===== config.mk =====
export PLATFORM = sky130hd
export DESIGN_NAME = pcv_pump_cfg_regs
export DESIGN_NICKNAME = d
export VERILOG_FILES = /design/src/pcv_pkg.sv /design/src/pcv_byte_reg.sv /design/src/pcv_pump_cfg_regs.sv
export VERILOG_INCLUDE_DIRS = /design/src
export SDC_FILE = /design/constraint.sdc
export NUM_CORES = 1
export LEC_CHECK = 0
export ABC_AREA = 1
export ABC_CLOCK_PERIOD_IN_PS = 5900
export BUFFER_PORTS_ARGS = -buffer_cell sky130_fd_sc_hd__buf_2
export CAP_MARGIN = 40
export CORE_MARGIN = 2
export CORE_UTILIZATION = 45
export CTS_CLUSTER_DIAMETER = 60
export DETAILED_ROUTE_END_ITERATION = 10
export PLACE_DENSITY = 0.68
export REMOVE_ABC_BUFFERS = 1
export SYNTH_ARGS = -nofsm -noshare
export SYNTH_HDL_FRONTEND = slang
export SYNTH_SLANG_ARGS = --single-unit

===== constraint.sdc =====
create_clock -name clk_sys -period 5.9 [get_ports clk_sys]
set_input_delay 1.18 -clock clk_sys [delete_from_list [all_inputs] [get_ports clk_sys]]
set_output_delay 1.18 -clock clk_sys [all_outputs]
set_load 0.005 [all_outputs]

===== src/pcv_defines.svh =====
// Constants for the pump configuration and version tag register slice
//==============================================================
`ifndef PCV_DEFINES_SVH
`define PCV_DEFINES_SVH

//==============================================================
// Register access port widths
`define PCV_ADDR_W          12
`define PCV_DATA_W          8

//==============================================================
// Register offsets
`define PCV_OFS_TAG_LOW     12'h005
`define PCV_OFS_TAG_HIGH    12'h006
`define PCV_OFS_PUMP_CFG    12'h010

//==============================================================
// Reset values, configuration write mask and unmapped read data
`define PCV_RST_TAG_LOW     8'h00
`define PCV_RST_TAG_HIGH    8'h00
`define PCV_RST_PUMP_CFG    8'h7c
`define PCV_PUMP_CFG_WMASK  8'hfc
`define PCV_UNMAPPED_DATA   8'h00

//==============================================================
// Pump configuration field positions
`define PCV_SENSE_BIT       7
`define PCV_CUR_HI          6
`define PCV_CUR_LO          4
`define PCV_MODE_HI         3
`define PCV_MODE_LO         2

//==============================================================
// Pump current scale, one step in microamps
`define PCV_CUR_STEP_UA     13'h0258
`define PCV_CUR_UA_W        13

`endif


===== src/pcv_pkg.sv =====
// Types shared by the pump configuration and version tag slice
package pcv_pkg;

	// Charge pump operating modes, in field encoding order
	typedef enum logic [1:0] {
		PCV_MODE_HIZ,
		PCV_MODE_SOURCE,
		PCV_MODE_SINK,
		PCV_MODE_NORMAL
	} pcv_pump_mode_t;

	// One byte of register data
	typedef logic [7:0] pcv_byte_t;

endpackage : pcv_pkg


===== src/pcv_byte_reg.sv =====
// One software-writable byte register with masked write and reset value
`timescale 1ns/100ps
`include "pcv_defines.svh"

module pcv_byte_reg
	import pcv_pkg::*;
#(
	parameter pcv_byte_t RESET_VAL = 8'h00,	// Value after reset
	parameter pcv_byte_t WR_MASK   = 8'hff	// Bits that a write may change
)
(
	input  wire logic      clk_sys,	// System clock
	input  wire logic      rst,		// Asynchronous reset, active high
	input  wire logic      wr_en,	// Write strobe for this register
	input  wire pcv_byte_t wdata,	// Write data
	output pcv_byte_t      q_nxt,	// Value the register takes next edge
	output pcv_byte_t      q		// Current stored value
);

	//==============================================================
	// Next value: merge written bits, keep the rest
	always_comb
	begin
		q_nxt = q;
		if (wr_en)
		begin
			q_nxt = (wdata & WR_MASK) | (q & ~WR_MASK);
		end
	end

	//==============================================================
	// Storage
	always_ff @(posedge clk_sys or posedge rst)
	begin
		if (rst)
		begin
			q <= RESET_VAL;
		end
		else
		begin
			q <= q_nxt;
		end
	end

endmodule : pcv_byte_reg


===== src/pcv_pump_cfg_regs.sv =====
// Pump detector configuration and stored settings version tag registers
`timescale 1ns/100ps
`include "pcv_defines.svh"

module pcv_pump_cfg_regs
	import pcv_pkg::*;
#(
	parameter int NUM_REGS = 3	// Registers in this slice
)
(
	input  wire logic                      clk_sys,		// System clock, 40 MHz
	input  wire logic                      rst,			// Async reset, active high
	input  wire logic [`PCV_ADDR_W-1:0]    reg_addr,		// Register address
	input  wire pcv_byte_t                 reg_wdata,		// Write data
	input  wire logic                      reg_wr,		// Write strobe, one cycle
	input  wire logic                      reg_rd,		// Read strobe, one cycle
	input  wire logic                      osc_internal,	// On-chip oscillator selected
	output pcv_byte_t                      reg_rdata,		// Read data
	output logic                           reg_rvalid,	// Read data valid pulse
	output logic                           reg_hit,		// Last read hit a register
	output logic [15:0]                    stored_settings_version_tag, // Version tag
	output logic                           detector_sense_select, // 1 = negative sense
	output logic [2:0]                     pump_current_select,	// Current code
	output logic [`PCV_CUR_UA_W-1:0]       pump_current_ua,	// Current in microamps
	output pcv_pump_mode_t                 pump_operating_mode,	// Pump mode
	output logic                           pump_source_en,	// Pump forced up
	output logic                           pump_sink_en,		// Pump forced down
	output logic                           pump_hiz,		// Pump output off
	output logic                           pump_normal,		// Pump driven by detector
	output logic                           sense_misuse		// Negative sense on chip osc
);

	//==============================================================
	// Register table
	localparam logic [`PCV_ADDR_W-1:0] REG_OFS [NUM_REGS] = '{
		`PCV_OFS_TAG_LOW,
		`PCV_OFS_TAG_HIGH,
		`PCV_OFS_PUMP_CFG
	};
	localparam pcv_byte_t REG_RST [NUM_REGS] = '{
		`PCV_RST_TAG_LOW,
		`PCV_RST_TAG_HIGH,
		`PCV_RST_PUMP_CFG
	};
	localparam pcv_byte_t REG_WMASK [NUM_REGS] = '{
		8'hff,
		8'hff,
		`PCV_PUMP_CFG_WMASK
	};
	localparam int IDX_TAG_LOW  = 0;
	localparam int IDX_TAG_HIGH = 1;
	localparam int IDX_PUMP_CFG = 2;

	//==============================================================
	// Address decode, shared by write and read paths
	function automatic logic [NUM_REGS-1:0] decode_addr(
		input logic [`PCV_ADDR_W-1:0] addr
	);
		logic [NUM_REGS-1:0] sel;
		sel = '0;
		for (int i = 0; i < NUM_REGS; i++)
		begin
			sel[i] = (addr == REG_OFS[i]);
		end
		return sel;
	endfunction : decode_addr

	// Pump current in microamps for a current code
	function automatic logic [`PCV_CUR_UA_W-1:0] code_to_ua(
		input logic [2:0] code
	);
		logic [`PCV_CUR_UA_W-1:0] steps;
		steps = {{(`PCV_CUR_UA_W-3){1'b0}}, code} + `PCV_CUR_UA_W'(1);
		return `PCV_CUR_UA_W'(steps * `PCV_CUR_STEP_UA);
	endfunction : code_to_ua

	//==============================================================
	// Register storage
	logic      [NUM_REGS-1:0] wr_sel;
	pcv_byte_t                reg_q   [NUM_REGS];
	pcv_byte_t                reg_n   [NUM_REGS];

	// Each register is written only when its own offset matches
	assign wr_sel = reg_wr ? decode_addr(reg_addr) : '0;

	generate
		for (genvar g = 0; g < NUM_REGS; g++)
		begin : g_reg
			pcv_byte_reg #(
				.RESET_VAL (REG_RST[g]),
				.WR_MASK   (REG_WMASK[g])
			) u_reg (
				.clk_sys (clk_sys),
				.rst     (rst),
				.wr_en   (wr_sel[g]),
				.wdata   (reg_wdata),
				.q_nxt   (reg_n[g]),
				.q       (reg_q[g])
			);
		end
	endgenerate

	//==============================================================
	// Version tag output, storage only, drives no other function
	assign stored_settings_version_tag = {reg_q[IDX_TAG_HIGH], reg_q[IDX_TAG_LOW]};

	//==============================================================
	// Read path state
	pcv_byte_t rdata_r;
	pcv_byte_t rdata_nxt;
	logic      rvalid_r;
	logic      rvalid_nxt;
	logic      hit_r;
	logic      hit_nxt;

	// Select stored value for a read; unmapped offsets return zero
	always_comb
	begin
		logic [NUM_REGS-1:0] rd_sel;
		rd_sel     = decode_addr(reg_addr);
		rdata_nxt  = rdata_r;
		rvalid_nxt = reg_rd;
		hit_nxt    = hit_r;
		if (reg_rd)
		begin
			rdata_nxt = `PCV_UNMAPPED_DATA;
			hit_nxt   = |rd_sel;
			for (int i = 0; i < NUM_REGS; i++)
			begin
				if (rd_sel[i])
				begin
					rdata_nxt = reg_q[i];
				end
			end
		end
	end

	// Read path registers
	always_ff @(posedge clk_sys or posedge rst)
	begin
		if (rst)
		begin
			rdata_r  <= 8'h00;
			rvalid_r <= 1'b0;
			hit_r    <= 1'b0;
		end
		else
		begin
			rdata_r  <= rdata_nxt;
			rvalid_r <= rvalid_nxt;
			hit_r    <= hit_nxt;
		end
	end

	assign reg_rdata  = rdata_r;
	assign reg_rvalid = rvalid_r;
	assign reg_hit    = hit_r;

	//==============================================================
	// Pump control reset fields, taken from the configuration reset value
	localparam pcv_byte_t CFG_RST = `PCV_RST_PUMP_CFG;
	localparam logic [`PCV_CUR_UA_W-1:0] UA_RST = code_to_ua(CFG_RST[`PCV_CUR_HI:`PCV_CUR_LO]);

	// Pump control state, decoded from the configuration next value
	logic           sense_r;
	logic           sense_nxt;
	logic [2:0]     cur_r;
	logic [2:0]     cur_nxt;
	logic [`PCV_CUR_UA_W-1:0] ua_r;
	logic [`PCV_CUR_UA_W-1:0] ua_nxt;
	pcv_pump_mode_t mode_r;
	pcv_pump_mode_t mode_nxt;
	logic [3:0]     drive_r;	// {normal, hiz, sink, source}
	logic [3:0]     drive_nxt;
	logic           misuse_r;
	logic           misuse_nxt;

	// Field extraction and mode decode
	always_comb
	begin
		pcv_byte_t cfg;
		cfg        = reg_n[IDX_PUMP_CFG];
		sense_nxt  = cfg[`PCV_SENSE_BIT];
		cur_nxt    = cfg[`PCV_CUR_HI:`PCV_CUR_LO];
		ua_nxt     = code_to_ua(cur_nxt);
		mode_nxt   = pcv_pump_mode_t'(cfg[`PCV_MODE_HI:`PCV_MODE_LO]);
		drive_nxt  = 4'h0;
		unique case (mode_nxt)
			PCV_MODE_HIZ:    drive_nxt = 4'h4;
			PCV_MODE_SOURCE: drive_nxt = 4'h1;
			PCV_MODE_SINK:   drive_nxt = 4'h2;
			PCV_MODE_NORMAL: drive_nxt = 4'h8;
		endcase
		// Flags software breaking the sense restriction on the chip oscillator
		misuse_nxt = sense_nxt & osc_internal;
	end

	// Pump control registers, reset to the configuration reset fields
	always_ff @(posedge clk_sys or posedge rst)
	begin
		if (rst)
		begin
			sense_r  <= CFG_RST[`PCV_SENSE_BIT];
			cur_r    <= CFG_RST[`PCV_CUR_HI:`PCV_CUR_LO];
			ua_r     <= UA_RST;
			mode_r   <= pcv_pump_mode_t'(CFG_RST[`PCV_MODE_HI:`PCV_MODE_LO]);
			drive_r  <= 4'h8;
			misuse_r <= 1'b0;
		end
		else
		begin
			sense_r  <= sense_nxt;
			cur_r    <= cur_nxt;
			ua_r     <= ua_nxt;
			mode_r   <= mode_nxt;
			drive_r  <= drive_nxt;
			misuse_r <= misuse_nxt;
		end
	end

	//==============================================================
	// Pump control outputs
	assign detector_sense_select = sense_r;
	assign pump_current_select   = cur_r;
	assign pump_current_ua       = ua_r;
	assign pump_operating_mode   = mode_r;
	assign pump_source_en        = drive_r[0];
	assign pump_sink_en          = drive_r[1];
	assign pump_hiz              = drive_r[2];
	assign pump_normal           = drive_r[3];
	assign sense_misuse          = misuse_r;

endmodule : pcv_pump_cfg_regs


==> results.py <==
metrics = {
    "die": {
        "num_rows": 27,
        "io_pins": 75,
        "die_h_um": 78.2,
        "core_um2": 5410,
        "start_util_pct": 45.8,
        "die-area_um2": 6110,
        "die_w_um": 78.2,
    },
    "yosys": {
        "async_flop_share_pct": 100,
        "synth-compound-area-share_pct": 8.64,
        "synth_most_common_cell": "nand2_1",
        "synth.avg_cell_area_um2": 9.04,
        "synthCells": 274,
        "ys.flop_type": "dfrtp_1",
        "synth-simple-area-share_pct": 27.5,
        "synthXorXnorAreaFrac_pct": 1.41,
        "synth_fa_ha_area_share_pct": 6.87,
        "ys_seq_area_share_pct": 48.0,
        "synth_seq_cells": 47,
        "synth_top_family_by_area": "simple AND/OR/NAND/NOR gates",
        "synthDistinctLibCells": 34,
        "ys_warn_count": 0,
        "synth_edf_count": 0,
        "muxShareOfSynthArea_pct": 0,
        "synth_top_cell_area_share_pct": 37.4,
        "synth_top_area_cell": "dfrtp_1",
        "ys_top_cells_by_area": "dfrtp_1 37%, dfstp_2 11%, nand2_1 11%, ha_1 6.1%, nand3_1 6.1%",
        "synth_common_cells": "70 x nand2_1, 37 x dfrtp_1, 31 x inv_1",
        "synth_area_um2": 2480,
    },
    "worst_setup_path": {
        "path_buf_inv": 5,
        "cp-end-kind": "register",
        "cpPeakStageDelay_ps": 490,
        "cp-start-kind": "input pin",
        "worstPathArrival_ps": 4350,
        "critPathSlowestCell": "fa_1",
        "r2r_setup_slack_ps": 2740,
        "cp_common_cell": "nand2_1",
        "critPathTopFamily": "adder cells",
        "cp.required_ps": 6090,
        "critPathKind": "input pin to register",
        "path_max_fanout": 7,
        "cp_cell_sequence": "buf_2, inv_1, nand2_1, nor2_1, nand3_1, nand2_1, nand2_1, ha_1, nand3_1, nand2_1, ha_1, inv_1, fa_1, inv_1, ha_1, a31oi_1, inv_1, nand2_1, nand2_1, nand3_1, nand2_1",
    },
    "final_layout": {
        "area_growth_pct": 20.3,
        "fin_nets": 385,
        "n_antenna_cell": 0,
        "fillCellCount": 526,
        "drive_above_1_share_pct": 35.9,
        "final_cells": 420,
    },
    "detailed_routing": {
        "drt_first_pass_iters": 4,
        "via_per_inst": 4.82,
        "vias": 2025,
        "routedWlPerCell_um": 12.8,
        "routed_wl_mm": 5.36,
        "post-route-drc-count": 0,
        "dr.first_iter.drc_count": 131,
        "final_antenna_net_count": 0,
    },
    "global_route": {
        "grt_first_pass_wirelength_mm": 9.05,
        "grt_max_degree": 37,
        "overflow": 0,
        "grt_pass1_vias": 1926,
        "antenna_found_initial": 0,
        "grt_use_total_pct": 19.0,
    },
    "cts": {
        "cts_setup_buffers": 0,
        "cts_sinks": 47,
        "cts-root-buf": "clkbuf_8",
        "cts_inserted_buffers": 5,
        "cts_max_path_buffers": 2,
        "clk_pin_slew_ps": 90,
        "holdBufCountCts": 0,
        "insertion_delay_ps": 300,
        "cts_resized": 0,
        "tritoncts": "yes",
        "htree_levels": 2,
    },
    "sta": {
        "fmax_mhz": 241,
        "worst_pin_slew_ps": 500,
        "final_max_slew_viol_count": 0,
        "post-route-period-util_pct": 70.4,
        "finClkSkew_ps": 8.48,
        "finalSetupViolCount": 0,
        "min_period_ps": 4150,
        "setup-tns-final_ps": 0,
        "hold_violations": 0,
        "rsz0062_at_grt": "no",
        "relSlewSlack_pct": 66.6,
    },
    "placed_design": {
        "port_buffers": 71,
        "dpl.hpwl_mm": 4.12,
        "place_congestion": 0.852,
        "dpl.cell_count": 412,
    },
    "power": {
        "leakage_nw": 1.73,
        "fin_total_pwr_mw": 0.557,
        "peakVddDrop_mv": 0.108,
        "p_per_area_nw_per_um2": 187,
    },
    "hold_path": {
        "hp-class": "register to register",
    },
    "run": {
        "cap_violations": 0,
    },
    "status": {
        "status": "finished clean",
    },
}
==> through the flow <==
| step | util, % | setup slack [ps] | cell area, µm² | hold WS (ps) |
|---|---|---|---|---|
| detailed placement | 53.5 | 1420 | 2890 | 465 |
| finish | 55.1 | 1750 | 2980 | 480 |
| floorplan | - | 1920 | 2420 | 473 |
| CTS | 55.1 | 1740 | 2980 | 486 |
| global route | 55.1 | 1410 | 2980 | 495 |
| global placement | 53.1 | 1450 | 2870 | 454 |
==> per-layer routing <==
| metal | GRT usage (%) | part of all wire [%] |
|---|---|---|
| met5 | 0 | 0 |
| met4 | 7.54 | 2.4 |
| met3 | 3.79 | 5.8 |
| met2 | 32.5 | 49 |
| met1 | 23.5 | 42 |
==> state kept, by name, indices dropped and copies added, names as in the netlist <==
signal / cells
drive_r: 4
pump_current_ua: 10
pump_operating_mode: 1
sense_misuse: 1
reg_rdata: 8
reg_rvalid: 1
pump_current_select: 2
reg_hit: 1
g.u_reg.q: 19
==> placed cells by master (no fill, tap or decap), drive strengths merged <==
master,synthesis,routed
nand3,31,31
o21bai,1,1
nor2,21,21
dfstp,10,10
and2,1,1
xor2,4,4
clkinv,1,3
nand4,5,5
a31o,1,1
a21oi,4,4
clkbuf,1,5
conb,1,3
or2,5,5
a31oi,1,1
o21ai,19,19
fa,1,1
nand2,75,75
nor3,2,2
buf,7,72
inv,32,33
a22o,1,1
ha,12,12
a21o,1,1
dfrtp,37,37
==> final cells by class <==
type / instances / area (µm²) / share of cell area [%]
clock inverters: 3 / 18.8 / 0.630
clock buffers: 5 / 68.8 / 2.31
flip-flops and latches: 47 / 1190 / 39.9
multi-input cells: 188 / 1110 / 37.4
repair buffers: 72 / 375 / 12.6
inverters: 33 / 124 / 4.16
well taps: 72 / 90.1 / 3.03
==> final timing paths <==
check                                             from                     end  cells after the start
worst max-delay path                       reg_addr[5]     pump_current_ua[11]                     21
worst min-delay path                      reg_rdata[0]            reg_rdata[0]                      1
worst max register to register  pump_current_select[0]     pump_current_ua[11]                     17
worst min register to register            reg_rdata[0]            reg_rdata[0]                      1
max in group asynchronous                          rst  pump_current_select[1]                      3
min in group asynchronous                          rst     pump_current_ua[10]                      2
==> cells by family (layout without fill, tap and decap cells) <==
kind of cell               count (synthesis)  after routing
and+or+nand+nor                          140            140
adders and majority gates                 13             13
buffers and inverters                     41            113
xor gates and xnor gates                   4              4
DFF                                       47             47
AOI/OAI and AO/OA                         28             28
other                                      1              3
==> where the power goes <==
part	switching (mW)	internal (mW)	total (mW)
registers	0.00103	0.325	0.326
clock network	0.109	0.0835	0.192
logic	0.0257	0.0128	0.0385
total	0.136	0.421	0.557
No activity file was read; power rests on OpenSTA's default activity.
